`config.mk`:
```
export PLATFORM = sky130hd
export DESIGN_NAME = lrf_top
export DESIGN_NICKNAME = d
export VERILOG_FILES = /design/src/include/lrf_pkg.sv /design/src/rtl/lrf_sync.sv /design/src/rtl/lrf_chan.sv /design/src/rtl/lrf_top.sv
export SDC_FILE = /design/constraint.sdc
export NUM_CORES = 1
export LEC_CHECK = 0
export BUFFER_PORTS_ARGS = -buffer_cell sky130_fd_sc_hd__buf_2
export CORE_MARGIN = 2
export CORE_UTILIZATION = 60
export CTS_CLUSTER_SIZE = 24
export DETAILED_ROUTE_END_ITERATION = 10
export PLACE_DENSITY_LB_ADDON = 0.15
export SETUP_SLACK_MARGIN = 0.15
export SYNTH_ARGS = -nofsm -noshare
export SYNTH_HDL_FRONTEND = slang
export SYNTH_HIERARCHICAL = 1
export SYNTH_SLANG_ARGS = --single-unit
```
`constraint.sdc`:
```
create_clock -name CLK_SYS -period 9.5 [get_ports CLK_SYS]
set_input_delay 1.425 -clock CLK_SYS [delete_from_list [all_inputs] [get_ports CLK_SYS]]
set_output_delay 1.425 -clock CLK_SYS [all_outputs]
set_load 0.03 [all_outputs]
```
`src/include/lrf_pkg.sv`:
```
/*
  Shared constants and types of the LIN relay fault and status block.
  Assumes a 25 MHz system clock; all counts below derive from it.
*/
package lrf_pkg;
  localparam int CLK_HZ = 25_000_000;
  localparam int NCH = 8;
  // Channels 3 and 7 (zero based) carry local sensors and field reporting
  localparam int CH_HI_A = 3;
  localparam int CH_HI_B = 7;
  // Bit rate window and tolerance
  localparam int BR_MIN_BPS = 1000;
  localparam int BR_MAX_BPS = 20000;
  localparam int BR_TOL_PCT = 2;
  localparam int BIT_CYC_MAX = CLK_HZ / BR_MIN_BPS;
  localparam int BIT_CYC_MIN = CLK_HZ / BR_MAX_BPS;
  localparam int BIT_ACC_MIN = BIT_CYC_MIN * (100 - BR_TOL_PCT) / 100;
  localparam int BIT_ACC_MAX = BIT_CYC_MAX * (100 + BR_TOL_PCT) / 100;
  localparam int BRK_MIN_BITS = 11;
  localparam int SYNC_CNT_MAX = 9 * BIT_CYC_MAX;
  localparam logic [3:0] FRAME_LAST_IDX = 4'h9;
  localparam logic [7:0] CSUM_OK = 8'hff;
  localparam logic [5:0] ID_DIAG_REQ = 6'h3c;
  localparam logic [5:0] ID_DIAG_RSP = 6'h3d;
  // Times in their own units, then cycle counts
  localparam int WAKE_US = 30;
  localparam int WAKE_CYC = (WAKE_US * CLK_HZ + 999_999) / 1_000_000;
  localparam int OC_FILT_US = 10;
  localparam int OC_FILT_CYC = OC_FILT_US * CLK_HZ / 1_000_000;
  localparam int BUS_IDLE_TIMEOUT_MS = 4;
  localparam int IDLE_TIMEOUT_CYC = BUS_IDLE_TIMEOUT_MS * (CLK_HZ / 1000);
  // Strap decoding
  localparam logic [7:0] NAD_BASE = 8'h60;
  localparam logic [2:0] NAD_CODE_MAX = 3'h6;
  localparam int POSITION_STRAP_PIN_PRIME_BIT = 2;
  // Channel command encoding
  localparam logic [1:0] CMD_OFF = 2'h1;
  localparam logic [1:0] CMD_ON = 2'h2;
  // Error codes, higher value reported first
  localparam logic [2:0] ERR_NONE = 3'h0;
  localparam int ERR_RESET = 1;
  localparam int ERR_DATA = 4;
  localparam int ERR_CSUM = 5;
  localparam int ERR_FRAME = 6;
  localparam int ERR_PARITY = 7;
  // Application field bits
  localparam int APP_GTSD_BIT = 2;
  localparam int APP_LOCAL_BIT = 3;

  typedef enum logic [2:0] {MD_OFF, MD_INIT, MD_NORMAL, MD_UV, MD_SLEEP} lrf_mode_t;
  typedef enum logic [2:0] {RX_IDLE, RX_BRK, RX_DEL, RX_SYNC, RX_WAIT, RX_BIT} lrf_rx_t;
endpackage

```
`src/rtl/lrf_sync.sv`:
```
/*
  Two flip-flop synchroniser for a vector of independent levels.
  Assumes each bit is a slow level; multi-bit codes must be stable when read.
*/
`timescale 1ns/1ps
module lrf_sync #(
  parameter int W = 1
) (
  // Clock and reset
  input wire logic clk,
  input wire logic rst,
  // Levels
  input wire logic [W-1:0] d,
  output logic [W-1:0] q
);
  typedef struct packed {
    logic [W-1:0] s1;
    logic [W-1:0] s2;
  } lrf_sync_st_t;

  lrf_sync_st_t s_r;
  lrf_sync_st_t s_nxt;

  always_comb
  begin
    s_nxt.s1 = d;
    s_nxt.s2 = s_r.s1;
  end

  always_ff @(posedge clk or posedge rst)
  begin
    if (rst)
      s_r <= '0;
    else
      s_r <= s_nxt;
  end

  assign q = s_r.s2;
endmodule

```
`src/rtl/lrf_chan.sv`:
```
/*
  One low-side channel: commanded state, overcurrent filter, fault latch.
  Assumes synchronised fault levels and one-cycle command pulses.
*/
`timescale 1ns/1ps
module lrf_chan #(
  parameter int unsigned FILT_CYC = lrf_pkg::OC_FILT_CYC
) (
  // Clock and reset
  input wire logic clk,
  input wire logic rst,
  // Fault levels
  input wire logic oc,
  input wire logic lot,
  // Control
  input wire logic cmd_on,
  input wire logic cmd_off,
  input wire logic hold,
  input wire logic clear,
  // State
  output logic drv,
  output logic fault
);
  localparam int FW = $clog2(FILT_CYC + 2);

  typedef struct packed {
    logic want;
    logic fault;
    logic drv;
    logic [FW-1:0] cnt;
  } lrf_chan_st_t;

  lrf_chan_st_t s_r;
  lrf_chan_st_t s_nxt;
  logic trip;

  always_comb
  begin
    s_nxt = s_r;
    trip = 1'b0;
    if (!oc)
      s_nxt.cnt = '0;
    else if (s_r.cnt != FW'(FILT_CYC + 1))
      s_nxt.cnt = s_r.cnt + 1'b1;
    // Overcurrent trips only after standing past the filter time; lot trips at once
    trip = (oc && s_r.cnt >= FW'(FILT_CYC)) || lot;
    if (clear)
    begin
      s_nxt.want = 1'b0;
      s_nxt.fault = 1'b0;
    end
    else
    begin
      if (cmd_off)
      begin
        s_nxt.want = 1'b0;
        s_nxt.fault = 1'b0;
      end
      if (cmd_on && !s_r.fault)
        s_nxt.want = 1'b1;
      // A trip in the same cycle as an off command still latches
      if (trip && s_r.want)
        s_nxt.fault = 1'b1;
    end
    s_nxt.drv = s_nxt.want && !s_nxt.fault && !hold;
  end

  always_ff @(posedge clk or posedge rst)
  begin
    if (rst)
      s_r <= '0;
    else
      s_r <= s_nxt;
  end

  assign drv = s_r.drv;
  assign fault = s_r.fault;
endmodule

```
`src/rtl/lrf_top.sv`:
```
/*
  Fault protection, mode control, LIN frame checking and status reporting
  of an eight channel LIN relay driver.
  Assumes analogue comparators deliver level flags, a frame decoder elsewhere
  issues channel commands and request strobes on the same clock, and the
  transmit path reports the bit it drives on TX_BIT while TX_ACTIVE is high.
*/
`timescale 1ns/1ps
module lrf_top #(
  parameter int unsigned IDLE_TIMEOUT_CYC = lrf_pkg::IDLE_TIMEOUT_CYC
) (
  // Clock and reset
  input wire logic CLK_SYS,
  input wire logic RST,
  // Bus pin and own transmit path
  input wire logic LIN_RX,
  input wire logic TX_ACTIVE,
  input wire logic TX_BIT,
  // Analogue fault and supply flags
  input wire logic [7:0] OVERCURRENT,
  input wire logic [1:0] LOCAL_OVERTEMP,
  input wire logic GLOBAL_OVERTEMP,
  input wire logic SUPPLY_UNDERVOLTAGE_LOW,
  input wire logic SUPPLY_UNDERVOLTAGE_HIGH,
  input wire logic SUPPLY_POR_LOW,
  // Strap comparators
  input wire logic STRAP_VALID,
  input wire logic [2:0] NAD_CODE,
  input wire logic [2:0] POSITION_STRAP_PIN,
  // Decoded frame requests
  input wire logic CMD_STB,
  input wire logic [15:0] CMD_CODES,
  input wire logic STATUS_REQ,
  input wire logic RESET_FRAME,
  input wire logic SLEEP_CMD,
  // Drivers and status
  output logic [7:0] DRV_ON,
  output logic [7:0] OUT_STATUS,
  output logic [4:0] APPINFO,
  output logic [7:0] STATUS_BYTE,
  // Mode
  output logic LIN_ON,
  output logic SLEEPING,
  output logic UNDERVOLTAGE,
  output logic THERMAL_SHUTDOWN,
  // Node identity
  output logic [7:0] NODE_NAD,
  output logic [1:0] NODE_POS,
  output logic NODE_PRIME,
  // Received bytes
  output logic [7:0] RX_DATA,
  output logic [3:0] RX_INDEX,
  output logic RX_STROBE,
  output logic [15:0] BIT_CYCLES
);
  localparam int IW = $clog2(IDLE_TIMEOUT_CYC + 1);
  localparam logic [19:0] CNT_MAX = 20'hfffff;

  typedef struct packed {
    lrf_pkg::lrf_mode_t mode;
    lrf_pkg::lrf_rx_t rxs;
    logic lin_q;
    logic [19:0] cnt;
    logic [19:0] brk;
    logic [1:0] edges;
    logic [15:0] bitc;
    logic [3:0] bitn;
    logic [7:0] sh;
    logic [3:0] idx;
    logic [7:0] sum;
    logic [IW-1:0] idle;
    logic [15:0] wake;
    logic [7:1] errf;
    logic [7:0] stat;
    logic [4:0] app;
    logic [7:0] nad;
    logic [1:0] pos;
    logic prime;
    logic [7:0] rxd;
    logic [3:0] rxi;
    logic rx_stb;
    logic tsd;
    logic clr;
  } lrf_top_st_t;

  lrf_top_st_t s_r;
  lrf_top_st_t s_nxt;

  logic [21:0] syn;
  logic lin;
  logic [7:0] oc;
  logic [1:0] lot;
  logic gtsd;
  logic uvl;
  logic uvh;
  logic porl;
  logic strap_ok;
  logic [2:0] nadc;
  logic [2:0] confc;
  logic [7:0] drv_v;
  logic [7:0] flt_v;

  // Decode one channel command into {on, off}
  function automatic logic [1:0] cmd_dec(input logic [1:0] c);
    return {c == lrf_pkg::CMD_ON, c == lrf_pkg::CMD_OFF};
  endfunction

  function automatic logic pid_ok(input logic [7:0] p);
    logic p0;
    logic p1;
    p0 = p[0] ^ p[1] ^ p[2] ^ p[4];
    p1 = ~(p[1] ^ p[3] ^ p[4] ^ p[5]);
    return (p[6] == p0) && (p[7] == p1);
  endfunction

  function automatic logic [7:0] add_wrap(input logic [7:0] a, input logic [7:0] b);
    logic [8:0] t;
    t = {1'b0, a} + {1'b0, b};
    return t[7:0] + {7'h0, t[8]};
  endfunction

  function automatic logic [2:0] err_top(input logic [7:1] f);
    logic [2:0] c;
    c = lrf_pkg::ERR_NONE;
    for (int i = 1; i <= 7; i++)
      if (f[i])
        c = 3'(i);
    return c;
  endfunction

  lrf_sync #(
    .W(22)
  ) u_sync (
    .clk(CLK_SYS),
    .rst(RST),
    .d({LIN_RX, OVERCURRENT, LOCAL_OVERTEMP, GLOBAL_OVERTEMP,
        SUPPLY_UNDERVOLTAGE_LOW, SUPPLY_UNDERVOLTAGE_HIGH, SUPPLY_POR_LOW,
        STRAP_VALID, NAD_CODE, POSITION_STRAP_PIN}),
    .q(syn)
  );

  assign {lin, oc, lot, gtsd, uvl, uvh, porl, strap_ok, nadc, confc} = syn;

  genvar gi;
  generate
    for (gi = 0; gi < lrf_pkg::NCH; gi++)
    begin : g_ch
      logic [1:0] dec;
      logic lot_i;
      assign dec = cmd_dec(CMD_CODES[2*gi+1:2*gi]);
      // Only channels 4 and 8 have a local temperature sensor
      assign lot_i = (gi == lrf_pkg::CH_HI_A) ? lot[0] :
                     (gi == lrf_pkg::CH_HI_B) ? lot[1] : 1'b0;
      lrf_chan u_chan (
        .clk(CLK_SYS),
        .rst(RST),
        .oc(oc[gi]),
        .lot(lot_i),
        .cmd_on(CMD_STB && dec[1]),
        .cmd_off(CMD_STB && dec[0]),
        .hold(s_r.tsd),
        .clear(s_r.clr),
        .drv(drv_v[gi]),
        .fault(flt_v[gi])
      );
    end
  endgenerate

  always_comb
  begin
    logic fall;
    logic rise;
    logic expired;
    logic ok;
    logic [15:0] cand;
    logic [19:0] tgt;
    logic [7:1] set_v;
    logic [7:1] clr_v;
    logic [2:0] code;
    fall = 1'b0;
    rise = 1'b0;
    expired = 1'b0;
    ok = 1'b0;
    cand = '0;
    tgt = '0;
    set_v = '0;
    clr_v = '0;
    code = lrf_pkg::ERR_NONE;
    s_nxt = s_r;
    s_nxt.lin_q = lin;
    s_nxt.rx_stb = 1'b0;
    s_nxt.clr = 1'b0;
    s_nxt.tsd = gtsd;
    fall = s_r.lin_q && !lin;
    rise = !s_r.lin_q && lin;
    expired = s_r.idle >= IW'(IDLE_TIMEOUT_CYC - 1);

    // Idle timer: reset by a falling edge only while the receiver listens
    if (s_r.mode == lrf_pkg::MD_NORMAL || s_r.mode == lrf_pkg::MD_UV)
    begin
      if (s_r.mode == lrf_pkg::MD_NORMAL && fall)
        s_nxt.idle = '0;
      else if (!expired)
        s_nxt.idle = s_r.idle + 1'b1;
    end
    else
      s_nxt.idle = '0;

    case (s_r.mode)
      lrf_pkg::MD_OFF:
      begin
        if (!porl)
        begin
          s_nxt.mode = lrf_pkg::MD_INIT;
          set_v[lrf_pkg::ERR_RESET] = 1'b1;
        end
      end
      lrf_pkg::MD_INIT:
      begin
        if (strap_ok)
        begin
          if (nadc <= lrf_pkg::NAD_CODE_MAX)
          begin
            s_nxt.nad = lrf_pkg::NAD_BASE + {4'h0, nadc, 1'b0};
            s_nxt.pos = confc[1:0];
            s_nxt.prime = confc[lrf_pkg::POSITION_STRAP_PIN_PRIME_BIT];
            s_nxt.mode = lrf_pkg::MD_NORMAL;
          end
          else
            s_nxt.mode = lrf_pkg::MD_SLEEP;
        end
      end
      lrf_pkg::MD_NORMAL:
      begin
        if (uvl)
          s_nxt.mode = lrf_pkg::MD_UV;
        else if (SLEEP_CMD || expired)
          s_nxt.mode = lrf_pkg::MD_SLEEP;
      end
      lrf_pkg::MD_UV:
      begin
        if (uvh)
          s_nxt.mode = lrf_pkg::MD_NORMAL;
        else if (expired)
          s_nxt.mode = lrf_pkg::MD_SLEEP;
      end
      lrf_pkg::MD_SLEEP:
      begin
        if (!lin)
        begin
          if (s_r.wake != 16'hffff)
            s_nxt.wake = s_r.wake + 1'b1;
        end
        else
        begin
          if (s_r.wake >= 16'(lrf_pkg::WAKE_CYC))
            s_nxt.mode = lrf_pkg::MD_INIT;
          s_nxt.wake = '0;
        end
      end
      default:
        s_nxt.mode = lrf_pkg::MD_INIT;
    endcase
    if (porl)
      s_nxt.mode = lrf_pkg::MD_OFF;

    if (RESET_FRAME && s_r.mode == lrf_pkg::MD_NORMAL)
    begin
      set_v[lrf_pkg::ERR_RESET] = 1'b1;
      s_nxt.clr = 1'b1;
    end
    // Drivers drop their commands outside normal and undervoltage modes
    if (s_nxt.mode != lrf_pkg::MD_NORMAL && s_nxt.mode != lrf_pkg::MD_UV)
      s_nxt.clr = 1'b1;

    // Receiver with bit rate learnt from the sync field
    tgt = (s_r.bitn == 4'h0) ? {5'h0, s_r.bitc[15:1]} : {4'h0, s_r.bitc};
    case (s_r.rxs)
      lrf_pkg::RX_IDLE:
      begin
        s_nxt.cnt = '0;
        if (fall)
          s_nxt.rxs = lrf_pkg::RX_BRK;
      end
      lrf_pkg::RX_BRK:
      begin
        if (s_r.cnt != CNT_MAX)
          s_nxt.cnt = s_r.cnt + 1'b1;
        if (rise)
        begin
          s_nxt.brk = s_r.cnt;
          s_nxt.cnt = '0;
          s_nxt.rxs = lrf_pkg::RX_DEL;
        end
      end
      lrf_pkg::RX_DEL:
      begin
        s_nxt.cnt = s_r.cnt + 1'b1;
        if (fall)
        begin
          s_nxt.cnt = '0;
          s_nxt.edges = '0;
          s_nxt.rxs = lrf_pkg::RX_SYNC;
        end
        else if (s_r.cnt >= s_r.brk)
          s_nxt.rxs = lrf_pkg::RX_IDLE;
      end
      lrf_pkg::RX_SYNC:
      begin
        s_nxt.cnt = s_r.cnt + 1'b1;
        if (fall)
        begin
          s_nxt.edges = s_r.edges + 1'b1;
          // Start bit to fall of bit 7 spans eight bit times
          if (s_r.edges == 2'h3)
          begin
            cand = s_r.cnt[18:3];
            ok = cand >= 16'(lrf_pkg::BIT_ACC_MIN) && cand <= 16'(lrf_pkg::BIT_ACC_MAX)
                 && s_r.brk >= {4'h0, cand} * 20'(lrf_pkg::BRK_MIN_BITS);
            s_nxt.cnt = '0;
            s_nxt.idx = '0;
            s_nxt.rxs = ok ? lrf_pkg::RX_WAIT : lrf_pkg::RX_IDLE;
            if (ok)
              s_nxt.bitc = cand;
          end
        end
        else if (s_r.cnt >= 20'(lrf_pkg::SYNC_CNT_MAX))
          s_nxt.rxs = lrf_pkg::RX_IDLE;
      end
      lrf_pkg::RX_WAIT:
      begin
        s_nxt.cnt = s_r.cnt + 1'b1;
        if (fall)
        begin
          s_nxt.cnt = '0;
          s_nxt.bitn = '0;
          s_nxt.rxs = lrf_pkg::RX_BIT;
        end
        else if (s_r.cnt >= {s_r.bitc, 4'h0})
          s_nxt.rxs = lrf_pkg::RX_IDLE;
      end
      lrf_pkg::RX_BIT:
      begin
        s_nxt.cnt = s_r.cnt + 1'b1;
        if (s_r.cnt == tgt)
        begin
          s_nxt.cnt = '0;
          s_nxt.bitn = s_r.bitn + 1'b1;
          if (TX_ACTIVE && s_r.bitn != 4'h0 && lin != TX_BIT)
            set_v[lrf_pkg::ERR_DATA] = 1'b1;
          if (s_r.bitn == 4'h0)
          begin
            if (lin)
              s_nxt.rxs = lrf_pkg::RX_IDLE;
          end
          else if (s_r.bitn <= 4'h8)
            s_nxt.sh = {lin, s_r.sh[7:1]};
          else if (!lin)
          begin
            set_v[lrf_pkg::ERR_FRAME] = 1'b1;
            s_nxt.rxs = lrf_pkg::RX_IDLE;
          end
          else
          begin
            s_nxt.rxs = lrf_pkg::RX_WAIT;
            s_nxt.rxd = s_r.sh;
            s_nxt.rxi = s_r.idx;
            s_nxt.rx_stb = 1'b1;
            s_nxt.idx = s_r.idx + 1'b1;
            if (s_r.idx == 4'h0)
            begin
              // Diagnostic frames use the classic sum without the identifier
              s_nxt.sum = (s_r.sh[5:0] == lrf_pkg::ID_DIAG_REQ ||
                           s_r.sh[5:0] == lrf_pkg::ID_DIAG_RSP) ? 8'h00 : s_r.sh;
              if (!pid_ok(s_r.sh))
              begin
                set_v[lrf_pkg::ERR_PARITY] = 1'b1;
                s_nxt.rxs = lrf_pkg::RX_IDLE;
              end
            end
            else
            begin
              s_nxt.sum = add_wrap(s_r.sum, s_r.sh);
              if (s_r.idx == lrf_pkg::FRAME_LAST_IDX)
              begin
                if (s_nxt.sum != lrf_pkg::CSUM_OK)
                  set_v[lrf_pkg::ERR_CSUM] = 1'b1;
                s_nxt.rxs = lrf_pkg::RX_IDLE;
              end
            end
          end
        end
      end
      default:
        s_nxt.rxs = lrf_pkg::RX_IDLE;
    endcase
    // Transceiver off outside normal mode
    if (s_r.mode != lrf_pkg::MD_NORMAL)
      s_nxt.rxs = lrf_pkg::RX_IDLE;

    s_nxt.app = '0;
    s_nxt.app[lrf_pkg::APP_GTSD_BIT] = s_r.tsd;
    s_nxt.app[lrf_pkg::APP_LOCAL_BIT] = !s_r.tsd &&
      (flt_v[lrf_pkg::CH_HI_A] || flt_v[lrf_pkg::CH_HI_B]);

    code = err_top(s_r.errf);
    if (STATUS_REQ)
    begin
      s_nxt.stat = {s_r.app, code};
      if (code != lrf_pkg::ERR_NONE)
        clr_v[code] = 1'b1;
    end
    // A new error in the clearing cycle survives
    s_nxt.errf = (s_r.errf & ~clr_v) | set_v;
  end

  always_ff @(posedge CLK_SYS or posedge RST)
  begin
    if (RST)
    begin
      s_r <= '0;
      s_r.mode <= lrf_pkg::MD_INIT;
      s_r.rxs <= lrf_pkg::RX_IDLE;
      s_r.lin_q <= 1'b1;
      s_r.bitc <= 16'(lrf_pkg::BIT_CYC_MIN);
      s_r.errf <= 7'h01;
      s_r.clr <= 1'b1;
    end
    else
      s_r <= s_nxt;
  end

  assign DRV_ON = drv_v;
  assign OUT_STATUS = flt_v;
  assign APPINFO = s_r.app;
  assign STATUS_BYTE = s_r.stat;
  assign LIN_ON = s_r.mode == lrf_pkg::MD_NORMAL;
  assign SLEEPING = s_r.mode == lrf_pkg::MD_SLEEP;
  assign UNDERVOLTAGE = s_r.mode == lrf_pkg::MD_UV;
  assign THERMAL_SHUTDOWN = s_r.tsd;
  assign NODE_NAD = s_r.nad;
  assign NODE_POS = s_r.pos;
  assign NODE_PRIME = s_r.prime;
  assign RX_DATA = s_r.rxd;
  assign RX_INDEX = s_r.rxi;
  assign RX_STROBE = s_r.rx_stb;
  assign BIT_CYCLES = s_r.bitc;
endmodule

```
; Word-level counts from Yosys, hierarchy flattened
; Index checks and enable logic that the tools add are counted.
[totals]
mem_bits_rw = 0
input_bits = 46
mem_count = 0
latch_bits = 0
out_inout_bits = 73
word_cells = 440
mem_bits_ro = 0
register_bits = 294
[classes]
eq_ne = 74
reduce_logical = 116
add_sub_neg = 17
mux = 142
shift = 0
n_div = 0
bitwise_logic = 12
mul = 1
order_cmp = 20
[ops]
columns = cell, n
row1 = 8-bit 2-to-1 mux, 19
row2 = 20-bit 2-to-1 mux, 6
row3 = 3-bit 2-to-1 mux, 36
row4 = 20-bit case mux with 5 select lines, 1
row5 = 16-bit 2-to-1 mux, 5
row6 = "8-bit != test, second input constant", 9
row7 = 1-bit logical AND, 68
row8 = "8-bit by 1-bit adder with 8-bit output, second input constant", 8
row9 = "8-bit greater-or-equal comparator, second input constant", 8
row10 = 20-bit greater-or-equal comparator, 3
row11 = 17-bit 2-to-1 mux, 3
row12 = 40-bit 2-to-1 mux, 1
row13 = 1-bit 2-to-1 mux, 37
row14 = 2-bit 2-to-1 mux, 17
row15 = 12-bit 2-to-1 mux, 2
row16 = 24-bit 2-to-1 mux, 1
row17 = "20-bit by 1-bit adder with 20-bit output, second input constant", 1
row18 = 20-bit by 16-bit equality test with 1-bit output, 1
row19 = "20-bit by 18-bit greater-or-equal comparator with 1-bit output, second input constant", 1
row20 = "16-bit by 4-bit multiplier with 20-bit output, second input constant", 1
row21 = 4-bit 2-to-1 mux, 5
row22 = "20-bit != test, second input constant", 1
row23 = "4-bit != test, second input constant", 5
row24 = 1-bit zero test, 19
row25 = 56 further kinds, 124

; Longest topological paths before layout
[depth]
depth_word = 16
mapped_depth = 23
mapped_depth_nobuf = 22

; By module
; Netlist, hierarchy kept.
[modules_own_cells]
columns = module, area_per_inst_um2, n_inst, seq_area_each_um2, cells_per_inst
row1 = lrf_top, 11593.6, 1, 3965.1, 1300
row2 = lrf_chan, 565.5, 8, 275.3, 55
row3 = lrf_sync, 1104.8, 1, 1101.1, 45

; Worst setup path before layout
; Ideal clock, no wire load.
[synth_timing]
path_kind = register to register
startpoint = register s_r[145] (netlist name)
endpoint = register s_r, in the netlist BIT_CYCLES[10]
arrival_ns = 4.387
period_less_slack_ns = 4.462
path_slack_ns = 5.038
path_stages_with_launch = 21
required_ns = 9.425
setup_time_ns = 0.075
n_path_buf = 1
cell_sequence = dfrtp_1 ha_1 fa_1 ha_1 nor2b_1 o21a_1 o21ai_0 a21oi_1 a21oi_1 o21bai_1 a21o_1 xnor2_1 ha_1 nand2_1 o21ai_0 a21o_1 a221oi_1 o21ai_0 nand2_1 buf_2 mux2i_1
[synth_lines]
columns = element, line
row1 = end signal: assignment, lrf_top.sv:430  ; s_r <= s_nxt;
row2 = end: declaration, lrf_top.sv:86  ; lrf_top_st_t s_r;

==> PnR_summary.wiki <==
{| class="wikitable"
! Metric !! Value
|-
| Buffers on Ports || roughly 110
|-
| R2R Path Start || s_r[147]
|-
| Total grt overflow || 0
|-
| P_leak || 9.05 nW
|-
| CTS root buf || clkbuf_16
|-
| Die outline width || 173 um
|-
| Met2 Usage GRT || about two fifths
|-
| Die Area || ~30000 um^2
|-
| Worst hold path cell count || 0
|-
| Worst reg-to-reg setup slack || ~3.8 ns
|-
| Worst Reg2Reg Path Length in Cells || 19
|-
| Power per cell area || 146 nW/um^2
|-
| Distinct cell type count after synthesis || between 70 and 80
|-
| Final weighted congestion in routability-driven placement || roughly 0.92
|-
| Status || finished, final reports clean
|-
| Max H-tree Level || 1
|-
| End of the worst register-to-register path || BIT_CYCLES[2]
|-
| Critical path peak fanout || 15
|-
| Most used routing layer || met2
|-
| Global-route track usage on met3 || ~3.8%
|-
| Routed wire per std cell || 16.8 um
|-
| Ratio of final minimum period to clock period || about three fifths
|-
| Transition time at the pin with the least slew margin || 1.02 ns
|-
| Average vias per placed instance || 5.84
|-
| I/O Pins || approximately 120
|-
| Layout cell share with drive strength beyond 1 || about 13%
|-
| TritonRoute pass-1 iters || 8
|-
| End of the worst hold path || u_sync/q[15]
|-
| Die height || between 150 and 200 um
|-
| Initial core utilization || around three fifths
|-
| Final Total Pwr || around 0.0027 W
|-
| Maximum clock path buffer count || 3
|-
| Count of synthesis-stage warnings from yosys || 6
|-
| Worst clock skew || about 0.0095 ns
|-
| Wire length of the first global-routing pass || about 64 mm
|-
| Endpoint class of the critical path || flop
|-
| Area of all placed cells without fillers || approximately 19000 um^2
|-
| Max Transition Viols Final || 0
|-
| Total negative setup slack || 0 ns
|-
| Met1 track utilization from global routing || 35.7%
|-
| Iter 0 DRT Violations || 883
|-
| Area leader, netlist || dfrtp_1
|-
| Worst max-slew margin expressed relative to the limit || 30.4%
|-
| Total Routing Usage GR || between 20% and 30%
|-
| DRT antenna net count || 0
|-
| Hold path startpoint || u_sync/s_nxt[15]
|-
| Number of global-route vias before repair || 12900
|-
| CTS Sinks || 290
|-
| Number of buffers inserted during clock tree synthesis || 31
|-
| Number of antenna violations at the first check in global routing || 0
|-
| Via total after detailed routing || about 13000
|-
| Detailed-route DRC error count || 0
|-
| CTS tree || built
|-
| Clock transition at the registers of the reported paths || around 0.070 ns
|-
| N_diodes || 0
|-
| Max Freq || about 170 MHz
|-
| Post-CTS setup-driven buffer insertion count || 0
|-
| Worst Path Class, Setup || reg2reg
|-
| Netlist area before placement || approximately 17000 um^2
|-
| Mean instance size in the synthesized netlist || approximately 9.6 um^2
|-
| Quantity of gates resized following cts || 0
|-
| Area added between synthesis and finish || 9.63%
|-
| Share of Yosys cell area claimed by the top area cell type || ~40%
|-
| Nets || ~2000
|-
| Time the worst path needs with I/O delays and setup || about 5.7 ns
|-
| Path type of the worst min-delay path || reg2reg
|-
| Std-Cell Rows || 62
|-
| Sequential-to-total area share from yosys stat || a little over two fifths
|-
| Final count of hold timing violations || 0
|-
| Count of hold-fix buffers inserted at cts || 0
|-
| Final number of setup-violating endpoints || 0
|-
| Critical path data required time || 9.96 ns
|-
| Total wirelength of the detailed-routed design || roughly 38 mm
|-
| Crit start category || flop
|-
| Max-cap violation count || 0
|-
| Critical path arrival || approximately 6.2 ns
|-
| Maximum number of pins on one net before global-route repair || between 80 and 90
|-
| Leading register cell type out of synthesis || dfrtp_1
|-
| Placed Instance Area || 17800 um^2
|-
| Largest voltage drop on the vdd net || 0.136 mV
|-
| Setup repair after global routing missed its margin || false
|-
| Leading cell types by total area after synthesis || dfrtp_1 41%, ha_1 9.7%, o21ai_0 3.6%
|-
| Latest clock arrival within the worst-skew pair || approximately 0.58 ns
|-
| Final HPWL from detailed placement || between 20 and 30 mm
|-
| EDFF count, synth || 0
|-
| Synthesis-stage register bit count || 290
|-
| Standard cell core area || between 20000 and 30000 um^2
|-
| Number of standard cells after synthesis || between 1500 and 2000
|-
| Post-synth ARST share || 100%
|}
[final cells by class]
cell class,count,area [um^2]
inverters,162,613
flip-flops and latches,290,7270
well taps,384,480
multi-input cells,1253,8820
fillers,2304,9590
clock inverters,17,219
repair buffers,116,598
clock buffers,41,883
[cell usage in the layout, fill, tap and decap left out, types with 24 or more instances in the layout]
master	instances
or3_1	50
and3_1	27
a31oi_1	33
nand2b_1	28
xor2_1	33
nand2_1	127
inv_1	160
nand4_1	30
dfrtp_1	281
and2_1	24
clkbuf_16	31
buf_2	109
nand3_1	64
xnor2_1	49
mux2_2	33
nor2_1	109
o21ai_0	124
a21oi_1	93
ha_1	134
[registers in the layout, indices dropped and copies added, names as in the netlist]
name               flops
RX_STROBE              1
NODE_NAD               4
APPINFO                2
STATUS_BYTE            5
RX_INDEX               4
NODE_POS               2
u_sync/s_nxt          22
NODE_PRIME             1
BIT_CYCLES            16
u_sync/q              22
g_ch.u_chan/fault      8
RX_DATA                8
g_ch.u_chan/s_r       72
THERMAL_SHUTDOWN       1
s_r                  114
g_ch.u_chan/drv        8
[power breakdown]
group | internal (W) | switching (W) | total, W | leakage [nW]
clock | 0.000767 | 0.000519 | 0.00129 | 0.539
sequential | 0.00127 | 0.0000363 | 0.00131 | 3.86
combinational | 0.0000520 | 0.000104 | 0.000156 | 4.65
[kinds of logic (layout without fill, tap and decap cells)]
| group | count (synthesis) | count (layout) | synth area share (%) |
|---|---|---|---|
| compound gates | 395 | 395 | 14.4 |
| xor+xnor | 82 | 82 | 4.17 |
| fa+ha+maj | 148 | 148 | 11.4 |
| buf+inv | 256 | 336 | 6.90 |
| flops | 290 | 290 | 42.2 |
| mux | 52 | 52 | 3.26 |
| other cells | 1 | 15 | 0.0218 |
| simple gates | 561 | 561 | 17.7 |
[critical path, cell delays in order, from the launching register on]
cell and delay [ns]:
dfrtp_1 0.67, ha_1 0.35, fa_1 0.48, ha_1 0.36, nor2b_1 0.15, o21a_1 0.18
o21ai_0 0.28, a21oi_1 0.14, a21oi_1 0.23, o21bai_1 0.12, a21oi_1 0.21, xor2_1 0.11
ha_1 0.20, a21oi_1 0.13, o21ai_0 0.10, a21o_1 0.18, a221oi_1 0.36, o21ai_0 0.27
nand2_1 0.69, mux2_2 0.41
[stage by stage]
step	hold WS, ns	setup slack (ns)	utilization, %	cells
2_1_floorplan	0.331	3.83	-	1799
3_3_place_gp	0.332	3.97	62.4	2205
3_5_place_dp	0.335	3.84	62.4	2205
4_1_cts	0.344	3.84	66.3	2263
5_1_grt	0.354	3.49	66.3	2263
6_report	0.340	3.75	66.3	2263
[Yosys cell counts (all sizes together), types with 38 or more instances]
cell type    n
a21oi       93
nand2      127
inv        162
buf         66
nor2       109
nand4       38
nand3       65
ha         134
or3         50
xnor2       49
dfrtp      281
o21ai      127
[worst max path at each step]
stage / startpoint / to / slack, ns
final: s_r[147] / BIT_CYCLES[2] / 3.75
after floorplan: RST / APPINFO[2] / 3.83
after CTS: s_r[147] / BIT_CYCLES[2] / 3.84
after detailed placement: s_r[148] / BIT_CYCLES[2] / 3.84
after global placement: s_r[148] / BIT_CYCLES[4] / 3.97
after global routing: s_r[148] / BIT_CYCLES[2] / 3.49
[per-layer routing]
layer	share of wire (%)	vias to the layer above
li1	-	6403
met1	46	6374
met2	46	366
met3	5.6	80
met4	2.5	0
met5	0	-
No activity file was read; power rests on OpenSTA's default activity.
